**config.mk**
```make
export PLATFORM = sky130hd
export DESIGN_NAME = ldc_top
export DESIGN_NICKNAME = d
export VERILOG_FILES = /design/src/shared/ldc_pkg.sv /design/src/design/ldc_phase_timer.sv /design/src/design/ldc_tick_div.sv /design/src/design/ldc_top.sv
export VERILOG_INCLUDE_DIRS = /design/src /design/src/shared
export SDC_FILE = /design/constraint.sdc
export NUM_CORES = 1
export LEC_CHECK = 0
export BUFFER_PORTS_ARGS = -buffer_cell sky130_fd_sc_hd__buf_2
export CAP_MARGIN = 0
export CORE_MARGIN = 4
export CORE_UTILIZATION = 60
export DETAILED_ROUTE_END_ITERATION = 6
export PLACE_DENSITY = 0.85
export SYNTH_ARGS = -nofsm -noshare
export SYNTH_HDL_FRONTEND = slang
export SYNTH_SLANG_ARGS = --single-unit
```
**constraint.sdc**
```tcl
create_clock -name mclk_i -period 3.2 [get_ports mclk_i]
set_clock_uncertainty 0.1 [all_clocks]
set_input_delay 0.32 -clock mclk_i [delete_from_list [all_inputs] [get_ports mclk_i]]
set_output_delay 0.32 -clock mclk_i [all_outputs]
set_load 0.02 [all_outputs]
```
**src/shared/ldc_cfg.svh**
```systemverilog
// Register map, field positions, reset values and timing constants of the listen duty cycler
`ifndef LDC_CFG_SVH
`define LDC_CFG_SVH

// ==========================================
// Register indices (byte address = 4 * index)
`define LDC_IDX_OPMODE 6'h01
`define LDC_IDX_LISTEN1 6'h0D
`define LDC_IDX_IDLE_COEF 6'h0E
`define LDC_IDX_RX_COEF 6'h0F
`define LDC_IDX_STATUS 6'h21

// ==========================================
// Field positions
`define LDC_OPM_ENABLE_BIT 6
`define LDC_OPM_ABORT_BIT 5
`define LDC_OPM_MODE_LSB 2
`define LDC_L1_IDLE_SEL_LSB 6
`define LDC_L1_RX_SEL_LSB 4
`define LDC_L1_CRIT_BIT 3
`define LDC_L1_END_LSB 1

// ==========================================
// Reset values
`define LDC_RST_MODE 3'h1
`define LDC_RST_IDLE_SEL 2'h2
`define LDC_RST_RX_SEL 2'h1
`define LDC_RST_CRIT 1'h0
`define LDC_RST_END 2'h1
`define LDC_RST_IDLE_COEF 8'hF5
`define LDC_RST_RX_COEF 8'h20

// ==========================================
// Timing, in ns as printed, and cycle counts derived from the clock period
`define LDC_CLK_NS 50
`define LDC_RES_A_NS 64000
`define LDC_RES_B_NS 4100000
`define LDC_RES_C_NS 262000000
`define LDC_RES_A_CYC (`LDC_RES_A_NS / `LDC_CLK_NS)
`define LDC_RES_B_CYC (`LDC_RES_B_NS / `LDC_CLK_NS)
`define LDC_RES_C_CYC (`LDC_RES_C_NS / `LDC_CLK_NS)

`endif

```
**src/shared/ldc_pkg.sv**
```systemverilog
// Types shared by the listen duty cycler modules
package ldc_pkg;

  // ==========================================
  // Operating modes
  typedef enum logic [2:0] {
    LDC_MODE_SLEEP = 3'h0,
    LDC_MODE_STANDBY = 3'h1,
    LDC_MODE_SYNTH = 3'h2,
    LDC_MODE_TX = 3'h3,
    LDC_MODE_RX = 3'h4
  } ldc_mode_e;

  // ==========================================
  // End actions after acceptance
  typedef enum logic [1:0] {
    LDC_END_STAY = 2'h0,
    LDC_END_TO_MODE = 2'h1,
    LDC_END_RESUME = 2'h2,
    LDC_END_RSVD = 2'h3
  } ldc_end_e;

  // ==========================================
  // Sequencer states, Gray along off-idle-rx-hold-stop
  typedef enum logic [2:0] {
    LDC_ST_OFF = 3'h0,
    LDC_ST_IDLE = 3'h1,
    LDC_ST_RX = 3'h3,
    LDC_ST_HOLD = 3'h2,
    LDC_ST_STOP = 3'h6
  } ldc_state_e;

  // ==========================================
  // Indications from the receiver datapath
  typedef struct packed {
    logic strength_above;
    logic sync_addr_match;
    logic frame_complete_flag;
    logic rx_timeout;
  } ldc_rx_ind_s;

endpackage

```
**src/design/ldc_phase_timer.sv**
```systemverilog
// Counts a coefficient of time-unit ticks and flags the end of a phase
`timescale 1ns/1ps
`default_nettype none

module ldc_phase_timer #(
  parameter int COEF_W = 8
) (
  // Clock and reset
  input wire logic mclk_i,
  input wire logic reset_i,
  // Control
  input wire logic start_i,
  input wire logic [COEF_W-1:0] coef_i,
  input wire logic tick_i,
  // Phase end pulse
  output logic done_o
);

  logic [COEF_W-1:0] left_reg;
  logic run_reg;
  logic end_w;

  initial begin
    if (COEF_W < 1) $error("ldc_phase_timer: COEF_W too small");
  end

  // A coefficient of zero ends the phase at the first unit edge
  assign end_w = run_reg && tick_i && (left_reg <= COEF_W'(1));

  always_ff @(posedge mclk_i) begin
    if (reset_i) begin
      left_reg <= '0;
      run_reg <= 1'b0;
      done_o <= 1'b0;
    end else if (start_i) begin
      left_reg <= coef_i;
      run_reg <= 1'b1;
      done_o <= 1'b0;
    end else begin
      if (run_reg && tick_i) left_reg <= left_reg - COEF_W'(1);
      if (end_w) run_reg <= 1'b0;
      done_o <= end_w;
    end
  end

endmodule
`default_nettype wire

```
**src/design/ldc_tick_div.sv**
```systemverilog
// Restartable divider making a one-cycle enable pulse per time unit
`timescale 1ns/1ps
`default_nettype none

module ldc_tick_div #(
  parameter int CW = 23
) (
  // Clock and reset
  input wire logic mclk_i,
  input wire logic reset_i,
  // Control
  input wire logic restart_i,
  input wire logic [CW-1:0] period_i,
  // Enable pulse
  output logic tick_o
);

  logic [CW-1:0] cnt_reg;
  logic [CW-1:0] cnt_next;
  logic last_w;

  initial begin
    if (CW < 2) $error("ldc_tick_div: CW too small");
  end

  // ==========================================
  // Count down; a restart aligns the unit edge to the phase start
  assign last_w = (cnt_reg <= CW'(1));
  assign cnt_next = (restart_i || last_w) ? period_i : cnt_reg - CW'(1);

  always_ff @(posedge mclk_i) begin
    if (reset_i) begin
      cnt_reg <= '0;
      tick_o <= 1'b0;
    end else begin
      cnt_reg <= cnt_next;
      tick_o <= last_w && !restart_i;
    end
  end

endmodule
`default_nettype wire

```
**src/design/ldc_top.sv**
```systemverilog
// Listen duty cycler: register slave, phase sequencer and end-action logic
`timescale 1ns/1ps
`default_nettype none
`include "ldc_cfg.svh"

// Operation
// - Idle unit: 01=64us, 10=4.1ms, 11=262ms
// - Receive unit uses same code, resets 01
// - Accept on strength, optionally also sync match
// - End 00: stay receiving, stop sequence
// - End 01: after frame/timeout enter mode field
// - End 10: after frame/timeout resume idle
// - End 10: buffer discarded at next receive
// - End field resets 01; 11 reserved
// - Idle time is coefficient times unit
// - Receive time is coefficient times unit
// - Mode codes; read returns mode in effect
module ldc_top #(
  parameter int CW = 23,
  parameter int RES_A_CYC = `LDC_RES_A_CYC,
  parameter int RES_B_CYC = `LDC_RES_B_CYC,
  parameter int RES_C_CYC = `LDC_RES_C_CYC
) (
  // Clock and reset
  input wire logic mclk_i,
  input wire logic reset_i,
  // Avalon-MM slave
  input wire logic [7:0] avs_address_i,
  input wire logic avs_read_i,
  input wire logic avs_write_i,
  input wire logic [31:0] avs_writedata_i,
  input wire logic [3:0] avs_byteenable_i,
  output logic [31:0] avs_readdata_o,
  output logic avs_waitrequest_o,
  // Receiver datapath indications
  input wire ldc_pkg::ldc_rx_ind_s rx_ind_i,
  // Radio control
  output logic [2:0] op_mode_o,
  output logic rx_on_o,
  output logic fifo_flush_o,
  output logic [2:0] phase_o
);

  // ==========================================
  // Elaboration checks
  initial begin
    if (CW < 2 || CW > 30) $error("ldc_top: CW out of range");
    if (RES_A_CYC < 2 || RES_B_CYC < 2 || RES_C_CYC < 2) $error("ldc_top: unit counts too small");
    if (RES_A_CYC >= (1 << CW) || RES_B_CYC >= (1 << CW) || RES_C_CYC >= (1 << CW)) begin
      $error("ldc_top: unit counts exceed CW");
    end
  end

  // ==========================================
  // Register state
  logic enable_reg;
  logic [2:0] mode_reg;
  logic [1:0] idle_sel_reg;
  logic [1:0] rx_sel_reg;
  logic crit_reg;
  logic [1:0] end_reg;
  logic [7:0] idle_coef_reg;
  logic [7:0] rx_coef_reg;
  logic [2:0] stop_mode_reg;
  ldc_pkg::ldc_state_e state_reg;
  ldc_pkg::ldc_state_e state_next;

  // ==========================================
  // Bus decode
  logic req_w;
  logic acc_w;
  logic wr_w;
  logic idx_ok_w;
  logic [5:0] idx_w;
  logic sel_opm_w;
  logic sel_l1_w;
  logic sel_ic_w;
  logic sel_rc_w;
  logic sel_st_w;
  logic [7:0] wbyte_w;
  logic [7:0] rd_byte_w;

  assign req_w = avs_read_i || avs_write_i;
  // First cycle of a request: read data is prepared, the slave answers next cycle
  assign acc_w = req_w && avs_waitrequest_o;
  // Writes land at the edge where waitrequest is seen low
  assign wr_w = avs_write_i && !avs_waitrequest_o && avs_byteenable_i[0];
  assign idx_ok_w = (avs_address_i[1:0] == 2'h0);
  assign idx_w = avs_address_i[7:2];
  assign sel_opm_w = idx_ok_w && (idx_w == `LDC_IDX_OPMODE);
  assign sel_l1_w = idx_ok_w && (idx_w == `LDC_IDX_LISTEN1);
  assign sel_ic_w = idx_ok_w && (idx_w == `LDC_IDX_IDLE_COEF);
  assign sel_rc_w = idx_ok_w && (idx_w == `LDC_IDX_RX_COEF);
  assign sel_st_w = idx_ok_w && (idx_w == `LDC_IDX_STATUS);
  assign wbyte_w = avs_writedata_i[7:0];

  // ==========================================
  // Write byte fields
  logic wf_enable_w;
  logic wf_abort_w;
  logic [2:0] wf_mode_w;
  logic [1:0] wf_idle_sel_w;
  logic [1:0] wf_rx_sel_w;
  logic wf_crit_w;
  logic [1:0] wf_end_w;

  assign wf_enable_w = wbyte_w[`LDC_OPM_ENABLE_BIT];
  assign wf_abort_w = wbyte_w[`LDC_OPM_ABORT_BIT];
  assign wf_mode_w = wbyte_w[`LDC_OPM_MODE_LSB +: 3];
  assign wf_idle_sel_w = wbyte_w[`LDC_L1_IDLE_SEL_LSB +: 2];
  assign wf_rx_sel_w = wbyte_w[`LDC_L1_RX_SEL_LSB +: 2];
  assign wf_crit_w = wbyte_w[`LDC_L1_CRIT_BIT];
  assign wf_end_w = wbyte_w[`LDC_L1_END_LSB +: 2];

  // ==========================================
  // Read mux; abort bit always reads zero, mode reads what is in effect
  logic [7:0] opm_rd_w;
  logic [7:0] l1_rd_w;

  assign opm_rd_w = {1'b0, enable_reg, 1'b0, op_mode_o, 2'h0};
  assign l1_rd_w = {idle_sel_reg, rx_sel_reg, crit_reg, end_reg, 1'b0};
  assign rd_byte_w = sel_opm_w ? opm_rd_w :
                     sel_l1_w ? l1_rd_w :
                     sel_ic_w ? idle_coef_reg :
                     sel_rc_w ? rx_coef_reg :
                     sel_st_w ? {5'h00, state_reg} : 8'h00;

  always_ff @(posedge mclk_i) begin
    if (reset_i) begin
      avs_waitrequest_o <= 1'b1;
      avs_readdata_o <= 32'h00000000;
    end else begin
      avs_waitrequest_o <= !acc_w;
      if (acc_w) avs_readdata_o <= {24'h000000, rd_byte_w};
    end
  end

  // ==========================================
  // Configuration registers
  logic opm_wr_w;
  logic l1_wr_w;
  logic ic_wr_w;
  logic rc_wr_w;
  logic abort_w;

  assign opm_wr_w = wr_w && sel_opm_w;
  assign l1_wr_w = wr_w && sel_l1_w;
  assign ic_wr_w = wr_w && sel_ic_w;
  assign rc_wr_w = wr_w && sel_rc_w;
  // Abort only means something when written with the enable cleared
  assign abort_w = opm_wr_w && wf_abort_w && !wf_enable_w;

  always_ff @(posedge mclk_i) begin
    if (reset_i) begin
      enable_reg <= 1'b0;
      mode_reg <= `LDC_RST_MODE;
      idle_sel_reg <= `LDC_RST_IDLE_SEL;
      rx_sel_reg <= `LDC_RST_RX_SEL;
      crit_reg <= `LDC_RST_CRIT;
      end_reg <= `LDC_RST_END;
      idle_coef_reg <= `LDC_RST_IDLE_COEF;
      rx_coef_reg <= `LDC_RST_RX_COEF;
    end else begin
      if (opm_wr_w) begin
        enable_reg <= wf_enable_w;
        mode_reg <= wf_mode_w;
      end
      if (l1_wr_w) begin
        idle_sel_reg <= wf_idle_sel_w;
        rx_sel_reg <= wf_rx_sel_w;
        crit_reg <= wf_crit_w;
        end_reg <= wf_end_w;
      end
      if (ic_wr_w) idle_coef_reg <= wbyte_w;
      if (rc_wr_w) rx_coef_reg <= wbyte_w;
    end
  end

  // ==========================================
  // Time unit selection; reserved code 00 falls back to the shortest unit
  function automatic logic [CW-1:0] unit_cyc(input logic [1:0] sel);
    logic [CW-1:0] r;
    r = CW'(RES_A_CYC);
    unique case (sel)
      2'h2: r = CW'(RES_B_CYC);
      2'h3: r = CW'(RES_C_CYC);
      default: r = CW'(RES_A_CYC);
    endcase
    return r;
  endfunction

  logic [CW-1:0] idle_unit_w;
  logic [CW-1:0] rx_unit_w;

  assign idle_unit_w = unit_cyc(idle_sel_reg);
  assign rx_unit_w = unit_cyc(rx_sel_reg);

  // ==========================================
  // Phase timing
  logic start_idle_w;
  logic start_rx_w;
  logic start_w;
  logic [CW-1:0] period_w;
  logic [7:0] coef_w;
  logic [CW-1:0] period_reg;
  logic [CW-1:0] div_period_w;
  logic tick_w;
  logic done_w;

  assign start_idle_w = (state_next == ldc_pkg::LDC_ST_IDLE) && (state_reg != ldc_pkg::LDC_ST_IDLE);
  assign start_rx_w = (state_next == ldc_pkg::LDC_ST_RX) && (state_reg != ldc_pkg::LDC_ST_RX);
  assign start_w = start_idle_w || start_rx_w;
  // Unit and coefficient are frozen at phase start so writes never stretch a running phase
  assign period_w = start_idle_w ? idle_unit_w : rx_unit_w;
  assign coef_w = start_idle_w ? idle_coef_reg : rx_coef_reg;
  // Reloads inside a phase reuse the unit frozen at its start, whatever unit the other phase uses
  assign div_period_w = start_w ? period_w : period_reg;

  always_ff @(posedge mclk_i) begin
    if (reset_i) begin
      period_reg <= CW'(RES_A_CYC);
    end else if (start_w) begin
      period_reg <= period_w;
    end
  end

  ldc_tick_div #(
    .CW(CW)
  ) u_div (
    .mclk_i(mclk_i),
    .reset_i(reset_i),
    .restart_i(start_w),
    .period_i(div_period_w),
    .tick_o(tick_w)
  );

  ldc_phase_timer #(
    .COEF_W(8)
  ) u_timer (
    .mclk_i(mclk_i),
    .reset_i(reset_i),
    .start_i(start_w),
    .coef_i(coef_w),
    .tick_i(tick_w),
    .done_o(done_w)
  );

  // ==========================================
  // Acceptance and end-of-reception events
  logic accept_w;
  logic rx_end_w;

  assign accept_w = rx_ind_i.strength_above && (!crit_reg || rx_ind_i.sync_addr_match);
  assign rx_end_w = rx_ind_i.frame_complete_flag || rx_ind_i.rx_timeout;

  // ==========================================
  // Sequencer
  always_comb begin
    state_next = state_reg;
    unique case (state_reg)
      ldc_pkg::LDC_ST_OFF: begin
        if (enable_reg) state_next = ldc_pkg::LDC_ST_IDLE;
      end
      ldc_pkg::LDC_ST_IDLE: begin
        if (done_w) state_next = ldc_pkg::LDC_ST_RX;
      end
      ldc_pkg::LDC_ST_RX: begin
        if (accept_w) begin
          state_next = (end_reg == ldc_pkg::LDC_END_STAY) ? ldc_pkg::LDC_ST_STOP : ldc_pkg::LDC_ST_HOLD;
        end else if (done_w) begin
          state_next = ldc_pkg::LDC_ST_IDLE;
        end
      end
      ldc_pkg::LDC_ST_HOLD: begin
        if (rx_end_w) begin
          state_next = (end_reg == ldc_pkg::LDC_END_RESUME) ? ldc_pkg::LDC_ST_IDLE : ldc_pkg::LDC_ST_STOP;
        end
      end
      ldc_pkg::LDC_ST_STOP: begin
        state_next = ldc_pkg::LDC_ST_STOP;
      end
      default: state_next = ldc_pkg::LDC_ST_OFF;
    endcase
    // Clearing the enable (with or without abort) always parks the sequencer
    if (!enable_reg || abort_w) state_next = ldc_pkg::LDC_ST_OFF;
  end

  // Mode that takes over once the sequence stops
  logic [2:0] stop_mode_w;
  logic stop_entry_w;

  assign stop_mode_w = (state_reg == ldc_pkg::LDC_ST_HOLD) ? mode_reg : 3'(ldc_pkg::LDC_MODE_RX);
  assign stop_entry_w = (state_next == ldc_pkg::LDC_ST_STOP) && (state_reg != ldc_pkg::LDC_ST_STOP);

  always_ff @(posedge mclk_i) begin
    if (reset_i) begin
      state_reg <= ldc_pkg::LDC_ST_OFF;
      stop_mode_reg <= 3'(ldc_pkg::LDC_MODE_RX);
    end else begin
      state_reg <= state_next;
      if (stop_entry_w) stop_mode_reg <= stop_mode_w;
    end
  end

  // ==========================================
  // Radio control outputs
  logic [2:0] eff_mode_w;
  logic rx_on_w;
  logic flush_w;

  // Receiver follows the mode in effect, so a stay-in-receive stop keeps it powered
  assign rx_on_w = (eff_mode_w == 3'(ldc_pkg::LDC_MODE_RX));
  always_comb begin
    eff_mode_w = mode_reg;
    unique case (state_next)
      ldc_pkg::LDC_ST_IDLE: eff_mode_w = 3'(ldc_pkg::LDC_MODE_SLEEP);
      ldc_pkg::LDC_ST_RX, ldc_pkg::LDC_ST_HOLD: eff_mode_w = 3'(ldc_pkg::LDC_MODE_RX);
      ldc_pkg::LDC_ST_STOP: begin
        eff_mode_w = (state_reg == ldc_pkg::LDC_ST_STOP) ? stop_mode_reg : stop_mode_w;
      end
      default: eff_mode_w = mode_reg;
    endcase
  end
  // Each new receive wake-up under resume drops whatever the buffer still holds
  assign flush_w = start_rx_w && (end_reg == ldc_pkg::LDC_END_RESUME);

  always_ff @(posedge mclk_i) begin
    if (reset_i) begin
      op_mode_o <= `LDC_RST_MODE;
      rx_on_o <= 1'b0;
      fifo_flush_o <= 1'b0;
      phase_o <= 3'(ldc_pkg::LDC_ST_OFF);
    end else begin
      op_mode_o <= eff_mode_w;
      rx_on_o <= rx_on_w;
      fifo_flush_o <= flush_w;
      phase_o <= state_next;
    end
  end

endmodule
`default_nettype wire

```
==> results of run 1 <==
-- cell families (layout without fill, tap and decap cells) --
logic type      after synthesis  count (layout)  share of synthesized area (%)
xor+xnor                     25              25                           4.24
mux                          13              13                           2.52
buf+inv                      70              79                           7.44
flops                       104             104                           40.3
simple gates                233             233                           24.2
compound gates              145             145                           20.3
other cells                   1              24                         0.0726
fa+ha+maj                     4               4                          0.969
-- worst max path at each step --
stage / endpoint / slack, ns / cells past startpoint
after floorplan: u_div.cnt_reg[6] / 0.99 / 9
after global placement: period_reg[2] / 0.36 / 6
after detailed placement: period_reg[2] / 0.29 / 6
after CTS: period_reg[2] / 0.26 / 6
after global routing: period_reg[2] / 0.45 / 6
final: u_div.cnt_reg[12] / 0.63 / 8
-- power by group --
| group | leakage, nW | internal [mW] | switching, mW | total [mW] |
|---|---|---|---|---|
| registers | 0.842 | 1.42 | 0.137 | 1.56 |
| clock network | 0.0907 | 0.284 | 0.450 | 0.734 |
| logic | 1.18 | 0.504 | 0.622 | 1.13 |
-- layout make-up --
class	count	area share (%)
clock buffer	9	2.25
clock inverter	7	0.865
inverter	13	0.888
multi-input combinational	444	50.7
sequential	104	37.9
tap	105	2.39
timing repair buffer	50	4.96
-- per-stage QoR --
step	setup WS [ns]	hold slack [ns]	area, um2	instances	total power, mW
detailed placement	0.290	0.347	5320	716	2.70
floorplan	0.994	0.331	5250	618	2.50
finish	0.628	0.0730	5490	732	3.42
global route	0.446	0.0646	5490	732	3.63
global placement	0.358	0.340	5320	716	2.64
CTS	0.260	0.0662	5490	732	3.43
-- Yosys cell counts (3+ instances only) --
cell,number
mux2i_1,13
and2_1,16
a31oi_1,6
o21ai_0,21
nor2b_1,11
nor2_1,56
nor3_1,12
nand4_1,3
a211o_1,8
o21a_1,3
ha_1,4
a32oi_1,4
clkbuf_1,19
or2_2,3
xnor2_1,14
a21o_1,3
nand3b_1,4
a221oi_1,3
o21ai_1,13
buf_4,25
nand2b_1,13
nor4_1,9
a21oi_1,31
and3b_1,4
xor2_1,11
a221oi_2,10
or2_1,3
buf_2,10
a311oi_1,7
nand2_1,54
inv_1,13
a211oi_1,16
dfxtp_1,104
and3_1,3
or3_1,4
nand3_1,21
-- routing by layer --
layer / track usage (%) / wire, um / vias up / share of wire, %
met1: 29.3 / 4850 / 2080 / 42
met3: 5.40 / 698 / 28 / 6.0
met4: 7.98 / 250 / 0 / 2.2
met5: 0 / 0 / - / 0
li1: - / - / 2134 / -
met2: 40.8 / 5800 / 160 / 50
-- repair_timing --
action | in CTS | in global routing
resized for setup | 0 | 1
setup buffers | 0 | 0
hold endpoints to repair | 0 | 0
endpoints found under the setup margin | 0 | 9
==> metrics.csv, run 1 <==
stage;metric;value;unit
run_status;status;finished, violations left;
run_status;violations;design-rule violations;
cts;clk_pin_slew;0.10;ns
power_and_ir_drop;leakage;2.11;nW
sta;fin_crit;2.57;ns
critical_path;timing.rr.end;u_div.cnt_reg[12];
critical_path;r2r_slack;0.63;ns
detailed_routing;drt-pass1-iter-count;7;
synth;synth.distinct_cells;67;
critical_path;path_max_fanout;25;
placed_design;portBuffers;41;
sta;slew_violations;0;
cts;clock_sinks;104;
synth;synth_area_leaders;dfxtp_1 40%, nor2_1 4.1%, nand2_1 3.9%;
cts;clk_latency;0.38;ns
cells_and_area;fillers;704;
floorplanning;start_util;62.2;%
critical_path;crit_chain;nor3_1 > a311oi_2 > nand4_2 > buf_4 > or2_1 > buf_4 > and2_4 > a221oi_1;
global_routing;overflow;0;
critical_path;ff2ff_path_depth;8;
detailed_routing;postRouteAntennaNets;0;
floorplanning;io-pin-count;93;
synth;synth-edff-count;0;
sta;period_share;80.4;%
synth;synthArstFlopShare;0;%
cts;cts_buffer_depth;2;
cells_and_area;regArea;2080;um2
synth;synth-main-ff-cell;dfxtp_1;
floorplanning;rows;33;
critical_path;crit_arrival;2.76;ns
cts;cts-hold-fix-buffers;0;
critical_path;required;3.39;ns
critical_path;cp.buffers_inverters;2;
synth;ys_seq_area_share;40.3;%
detailed_routing;drcViolationCount;3;
synth;synthCells;595;
cells_and_area;layout_common_cells;104 x dfxtp_1, 55 x nor2_1, 54 x nand2_1;
sta;slew-limit-headroom;50.3;%
detailed_routing;detail_route.wl_per_cell;15.8;um
cts;cts_tree;built;
synth;synth_area;5160;um2
critical_path;r2r_start;phase_o[1];
cts;cts_root_buf;clkbuf_8;
sta;finalSetupViolCount;0;
detailed_routing;routed_wl;11600;um
floorplanning;core;8300;um2
floorplanning;die_w;101;um
critical_path;crit_path_end_kind;flop;
placed_design;place_congestion;0.912;
cells_and_area;multiInputGateArea;2790;um2
cells_and_area;diodes;0;
power_and_ir_drop;power_density;622;nW/um2
cts;h-tree-depth;3;
cells_and_area;drive_gt1_share;15.2;%
placed_design;hpwlAfterDp;8560;um
cells_and_area;fin_nets;678;
synth;synth.top_cell.area_share;40.3;%
worst_hold_path;min_path_cells;2;
critical_path;start_kind;flop;
cells_and_area;post-route-util;66.2;%
critical_path;path_class;reg2reg;
global_routing;antenna_found_initial;0;
floorplanning;die_h;101;um
sta;hold_viol;0;
sta;fin_setup_tns;0;ns
worst_hold_path;min_from;avs_writedata_i[0];
synth;ys_ff_latch;104;
cts;cts_buffers;9;
critical_path;crit_family;simple AND/OR/NAND/NOR gates;
power_and_ir_drop;peakVddDrop;0.000336;V
synth;synth.avg_cell_area;8.68;um2
run;drv_cap;0;
sta;fmax;389;MHz
critical_path;slowest_delay;0.58;ns
synth;synth_area_leader_cell;dfxtp_1;
global_routing;grt_pass1_vias;4296;
critical_path;cp_slowest_cell;dfxtp_1;
global_routing;grt.total_usage;23.7;%
detailed_routing;drtIter0Drc;251;
global_routing;grt_pass1_wl;19800;um
sta;grt_setup_unrepaired;no;
cells_and_area;syn_to_final_growth;6.37;%
detailed_routing;vias;4402;
cells_and_area;layout_commonest_cell;dfxtp_1;
synth;yosysWarnings;0;
sta;max_slew.worst_pin.slew;0.745;ns
floorplanning;dieArea;10200;um2
critical_path;crit_path_start;phase_o[1];
critical_path;crit_top_cell;buf_4;
worst_hold_path;min_to;idle_coef_reg[0];
detailed_routing;avgViaCountPerCell;6.01;
worst_hold_path;hold_path_class;in2reg;
global_routing;grt_max_degree;56;
(Power assumes the default switching activity.)
==> run 2: changes to the inputs <==
- ABC_AREA: default -> 1
- CORE_UTILIZATION: 60 -> 51
- PLACE_DENSITY: 0.85 -> 0.76
- clock period: 3.2 -> 2.34 ns (I/O delays scaled with it)
==> run 2 against run 1 <==
  * Critical endpoint is now u_div.cnt_reg[17]
  * Wire length is 6.6% higher
  * The flow now finishes without violations
  * Cell area rose by 8.8%
  * Highest routed layer unchanged
  * Final cell count increased by 33%
  * Die area is 22% higher
  * Area after synthesis up 5.0%
  * Sequential share of layout area shrank 3.0 points
  * Via count increased by 13%
  * Global-route usage down 3.5 points
  * Core utilization shrank 8.3 points
==> metrics.csv, run 2 <==
stage;metric;value;unit;change
synth;synth.top_cell.area_share;38.4;%;-1.9 points
synth;synth.distinct_cells;37;;-45%
detailed_routing;drt-pass1-iter-count;5;;-2
sta;finalSetupViolCount;0;;unchanged
sta;slew_violations;0;;unchanged
floorplanning;start_util;52.5;%;-9.7 points
cts;clk_latency;0.39;ns;about the same
placed_design;portBuffers;41;;unchanged
power_and_ir_drop;p_seq_share;41.4;%;-4.2 points
synth;synthCells;784;;+32%
power_and_ir_drop;leakage;2.83;nW;+34%
cells_and_area;syn_to_final_growth;10.2;%;
cells_and_area;diodes;0;;unchanged
floorplanning;die_w;111;um;+10%
floorplanning;dieArea;12300;um2;+22%
power_and_ir_drop;power_density;846;nW/um2;+36%
floorplanning;rows;37;;+12%
sta;fin_crit;2.17;ns;-0.403 ns
synth;synth_area_leader_cell;dfxtp_1;;
floorplanning;core;10300;um2;+24%
synth;ys_seq_area_share;38.4;%;-1.9 points
placed_design;place_inst;953;;+33%
power_and_ir_drop;clkPwrFrac;23.8;%;+2.3 points
cells_and_area;stdcell_area;5980;um2;+8.8%
sta;hold_viol;0;;unchanged
run_status;status;complete, no violations;;
synth;ys_ff_latch;104;;unchanged
cts;cts_buffers;9;;unchanged
synth;synth_area_leaders;dfxtp_1 38%, nand2_1 8.4%, nor2_1 7.8%;;
power_and_ir_drop;power_frac_comb;34.7;%;+1.7 points
synth;synth.avg_cell_area;6.92;um2;-20%
floorplanning;io-pin-count;93;;unchanged
cts;cts_tree;built;;
floorplanning;die_h;111;um;+10%
detailed_routing;vias;4957;;+13%
global_routing;grt_pass1_vias;4455;;+3.7%
cells_and_area;drive_gt1_share;13.4;%;-1.8 points
placed_design;hpwlAfterDp;9060;um;+5.9%
synth;yosysWarnings;0;;unchanged
synth;synth.most_common_cell;nand2_1;;
placed_design;place_area;5730;um2;+7.7%
sta;fmax;461;MHz;+19%
cts;cts_root_buf;clkbuf_8;;
detailed_routing;avgViaCountPerCell;5.10;;-15%
power_and_ir_drop;internal_power;3.15;mW;+43%
cells_and_area;fillers;998;;+42%
placed_design;place_congestion;0.931;;+2.1%
cts;clk_pin_slew;0.11;ns;about the same
detailed_routing;postRouteAntennaNets;0;;unchanged
critical_path;slowest_delay;0.47;ns;-0.11 ns
power_and_ir_drop;swShare;37.7;%;+2.3 points
critical_path;path_class;reg2reg;;
critical_path;crit_chain;inv_2 > nand2_2 > nor2_2 > inv_1 > nand3_1 > nor2_2 > nand4_4 > buf_12 > nand2_2 > nand3_4 > nand3_1 > nand2_1 > inv_1;;
global_routing;grt_pass1_wl;20800;um;+5.4%
synth;ys_top_cells_by_count;122 x nand2_1, 112 x nor2_1, 104 x dfxtp_1;;
critical_path;cp_slowest_cell;dfxtp_1;;
detailed_routing;drcViolationCount;0;;-3
critical_path;start_kind;flop;;
global_routing;grt.total_usage;20.3;%;-3.5 points
sta;fin_setup_tns;0;ns;unchanged
critical_path;path_max_fanout;22;;-12%
critical_path;required;2.58;ns;-0.81 ns
power_and_ir_drop;p_sw;1.91;mW;+58%
detailed_routing;drtIter0Drc;278;;+11%
run;drv_cap;0;;unchanged
cells_and_area;final_cells;972;;+33%
cts;cts_buffer_depth;2;;unchanged
synth;synth_area;5420;um2;+5.0%
cells_and_area;fin_nets;887;;+31%
worst_hold_path;hold_path_class;in2reg;;
power_and_ir_drop;peakVddDrop;0.000688;V;+100%
detailed_routing;routed_wl;12400;um;+6.6%
global_routing;antenna_found_initial;0;;unchanged
synth;synthArstFlopShare;0;%;unchanged
detailed_routing;detail_route.wl_per_cell;12.7;um;-20%
cts;cts_setup_buffers;0;;unchanged
sta;grt_setup_unrepaired;no;;
global_routing;grt_max_degree;33;;-41%
sta;period_share;92.7;%;+12 points
cts;h-tree-depth;3;;unchanged
cells_and_area;layout_common_cells;122 x nand2_1, 110 x nor2_1, 103 x inv_1, 103 x dfxtp_1, 71 x nand3_1;;
synth;synth-main-ff-cell;dfxtp_1;;
global_routing;overflow;0;;unchanged
critical_path;crit_path_end_kind;flop;;
cts;clock_sinks;104;;unchanged
sta;timing.hold.ws;0.0343;ns;-0.0387 ns
cells_and_area;layout_commonest_cell;nand2_1;;
critical_path;crit_arrival;2.41;ns;-0.35 ns
synth;synth-edff-count;0;;unchanged
-- run 2: cell type report --
cell class              instances  area, um2  area share (%)
repair buffers                 64        398            6.66
multi-input cells             541       2700            45.2
flip-flops and latches        104       2080            34.8
clock buffers                   9        124            2.07
inverters                     111        417            6.97
clock inverters                 7       86.3            1.44
well taps                     136        170            2.85
-- run 2: routing by layer --
| layer | vias to the layer above | wire length, um | track usage (%) |
|---|---|---|---|
| li1 | 2570 | - | - |
| met1 | 2257 | 5640 | 26.4 |
| met2 | 109 | 5850 | 33.3 |
| met3 | 21 | 574 | 4.15 |
| met4 | 0 | 287 | 7.22 |
| met5 | - | 0 | 0 |
-- run 2: repair_timing --
| action | CTS | global route |
|---|---|---|
| hold endpoints to repair | 3 | 0 |
| setup endpoints to repair | 0 | 10 |
| hold buffers | 3 | 0 |
| resized for setup | 0 | 3 |
-- run 2: power groups by stage --
stage	Clock, mW	Combinational [mW]	Sequential (mW)
after floorplan	0	1.49	2.10
after global placement	0	1.74	2.13
after detailed placement	0	1.75	2.14
after CTS	1.23	1.77	2.10
after global routing	1.29	2.06	2.12
final	1.21	1.76	2.10
-- run 2: cell families after synthesis --
family / count (synthesis) / synth area share, %
buffers and inverters: 162 / 13.5
DFF: 104 / 38.4
and+or+nand+nor: 366 / 30.9
adders and majority gates: 4 / 0.923
other: 1 / 0.0692
xor gates and xnor gates: 26 / 4.20
AOI/OAI and AO/OA: 121 / 12.0
-- run 2: worst max-delay path, delay by kind of cell (launching register included) --
kind	cells	cell delay [ns]
flops	1	0.47
buf+inv	4	0.44
simple gates	9	1.09
-- run 2: worst paths after layout --
| kind | cells after the start | from | slack [ns] | endpoint |
|---|---|---|---|---|
| setup / recovery | 13 | phase_o[0] | 0.17 | u_div.cnt_reg[17] |
| hold / removal | 3 | avs_writedata_i[4] | 0.03 | idle_coef_reg[4] |
| setup reg to reg | 13 | phase_o[0] | 0.17 | u_div.cnt_reg[17] |
| hold reg to reg | 2 | period_reg[2] | 0.33 | period_reg[2] |
-- run 2: metrics by stage --
step                      util, %  worst slack [ns]  total power [mW]
after floorplan                 -             0.326              3.59
after global placement       55.5             0.224              3.87
after detailed placement     55.5             0.194              3.89
after CTS                    57.8             0.149              5.09
after global routing         57.9            0.0199              5.47
final                        57.9             0.171              5.06
==> run 3: changes to the inputs <==
- RECOVER_POWER: default -> 100
==> run 3 against run 2 <==
  * Sequential power about the same
  * Critical path type unchanged
  * Critical path depth unchanged
  * Core utilization decreased by 0.40 points
  * Total power decreased by 0.15%
==> metrics.csv, run 3 (synthesis gave the netlist of run 2 again) <==
stage;metric;value;unit;change
floorplanning;die_w;111;um;unchanged
critical_path;required;2.57;ns;about the same
global_routing;grt.total_usage;20.3;%;unchanged
sta;period_share;94.3;%;+1.6 points
floorplanning;rows;37;;unchanged
sta;hold_viol;0;;unchanged
floorplanning;dieArea;12300;um2;unchanged
placed_design;place_congestion;0.931;;unchanged
placed_design;place_ws;0.194;ns;unchanged
critical_path;start_kind;flop;;
detailed_routing;routed_wl;12300;um;-0.37%
detailed_routing;drtIter0Drc;305;;+9.7%
floorplanning;core;10300;um2;unchanged
global_routing;overflow;0;;unchanged
power_and_ir_drop;swShare;37.6;%;about the same
cells_and_area;post-route-util;57.5;%;-0.40 points
cells_and_area;diodes;0;;unchanged
critical_path;path_max_fanout;22;;unchanged
power_and_ir_drop;peakVddDrop;0.000689;V;about the same
floorplanning;die_h;111;um;unchanged
cells_and_area;stdcell_area;5940;um2;-0.69%
global_routing;grt_max_degree;33;;unchanged
placed_design;hpwlAfterDp;9060;um;unchanged
cts;clk_latency;0.39;ns;about the same
power_and_ir_drop;internal_power;3.15;mW;about the same
detailed_routing;wl_met2;5850;um;-0.10%
sta;fin_setup_tns;0;ns;unchanged
detailed_routing;wl_met1;5590;um;-1.0%
detailed_routing;drt-pass1-iter-count;5;;unchanged
global_routing;grt_pass1_wl;20800;um;unchanged
cells_and_area;regArea;2080;um2;unchanged
power_and_ir_drop;power.total;5.05;mW;-0.15%
sta;grt_setup_unrepaired;no;;
power_and_ir_drop;clkPwrFrac;23.8;%;about the same
sta;fin_ws;0.134;ns;-0.0368 ns
power_and_ir_drop;p_sw;1.90;mW;-0.24%
cells_and_area;layout_commonest_cell;nand2_1;;
run_status;status;complete, no violations;;
cts;clk_pin_slew;0.11;ns;about the same
run;drv_cap;0;;unchanged
critical_path;crit_path_end_kind;flop;;
floorplanning;io-pin-count;93;;unchanged
sta;timing.hold.ws;0.0389;ns;+0.00463 ns
cts;cts_root_buf;clkbuf_8;;
global_routing;grt_pass1_vias;4455;;unchanged
cts;h-tree-depth;3;;unchanged
power_and_ir_drop;power_frac_comb;34.7;%;about the same
sta;finalSetupViolCount;0;;unchanged
cts;cts_tree;built;;
cts;cts_buffer_depth;2;;unchanged
power_and_ir_drop;p_seq_share;41.5;%;about the same
cells_and_area;final_cells;972;;unchanged
cells_and_area;layout_common_cells;123 x nand2_1, 111 x nor2_1, 104 x inv_1;;
placed_design;portBuffers;41;;unchanged
worst_hold_path;hold_path_class;in2reg;;
placed_design;place_area;5730;um2;unchanged
global_routing;antenna_found_initial;0;;unchanged
cts;clock_sinks;104;;unchanged
detailed_routing;avgViaCountPerCell;5.11;;+0.16%
sta;fin_crit;2.21;ns;+0.0368 ns
power_and_ir_drop;power_density;851;nW/um2;+0.55%
placed_design;place_inst;953;;unchanged
critical_path;path_class;reg2reg;;
power_and_ir_drop;leakage;2.75;nW;-2.8%
cells_and_area;fin_nets;887;;unchanged
sta;slew_violations;0;;unchanged
detailed_routing;top_layer_used;met4;;
cells_and_area;fillers;1008;;+1.0%
detailed_routing;postRouteAntennaNets;0;;unchanged
detailed_routing;drcViolationCount;0;;unchanged
floorplanning;start_util;52.5;%;unchanged
detailed_routing;wl_met3;599;um;+4.4%
cts;cts_buffers;9;;unchanged
cells_and_area;syn_to_final_growth;9.48;%;
detailed_routing;detail_route.wl_per_cell;12.7;um;-0.37%
sta;fmax;453;MHz;-1.7%
cells_and_area;drive_gt1_share;10.8;%;-2.6 points
critical_path;crit_arrival;2.44;ns;+0.03 ns
cells_and_area;multiInputGateArea;2700;um2;-0.19%
detailed_routing;vias;4965;;+0.16%
[run 3: cell count changes in the layout (fill, tap and decap cells not counted), sizes merged]
cell,change
clkbuf,+21
buf,-21
[run 3: worst max-delay path, cell delays in order (launching register included)]
cell and delay, ns:
dfxtp_1 0.47, inv_2 0.09, nand2_2 0.12, nor2_2 0.05, inv_1 0.09, nand3_1 0.09, nor2_2 0.18, nand4_4 0.20
buf_12 0.21, nand2_1 0.11, nand3_4 0.19, nand3_1 0.14, nand2_1 0.06, inv_1 0.05
[run 3: metal layers]
layer  GRT usage [%]  up-vias
met5               0        -
met4            7.22        0
met3            4.15       23
met2            33.3      115
met1            26.4     2261
li1                -     2566
[run 3: path summary, 6_finish.rpt]
path,start,slack (ns),cells past startpoint,endpoint
setup / recovery,phase_o[0],0.13,13,u_div.cnt_reg[17]
hold / removal,avs_writedata_i[4],0.04,3,idle_coef_reg[4]
setup reg to reg,phase_o[0],0.13,13,u_div.cnt_reg[17]
hold reg to reg,period_reg[2],0.33,2,period_reg[2]
[run 3: final cells by class]
| type | instances | area share (%) |
|---|---|---|
| timing repair buffer | 64 | 6.09 |
| sequential | 104 | 35.1 |
| clock buffer | 9 | 2.09 |
| inverter | 111 | 7.02 |
| clock inverter | 7 | 1.45 |
| multi-input combinational | 541 | 45.4 |
| tap | 136 | 2.87 |
[run 3: power groups by stage]
stage          sequential [mW]  clock (mW)  combinational (mW)
4_1_cts                   2.10        1.23                1.77
2_1_floorplan             2.10           0                1.49
5_1_grt                   2.12        1.29                2.05
3_3_place_gp              2.13           0                1.74
3_5_place_dp              2.14           0                1.75
6_report                  2.10        1.20                1.75
[run 3: repair_timing]
action                                 CTS  global route
setup buffers                            0             0
gates resized for setup                  0             3
setup endpoints to repair                0            10
hold buffers                             3             0
endpoints found under the hold margin    3             0
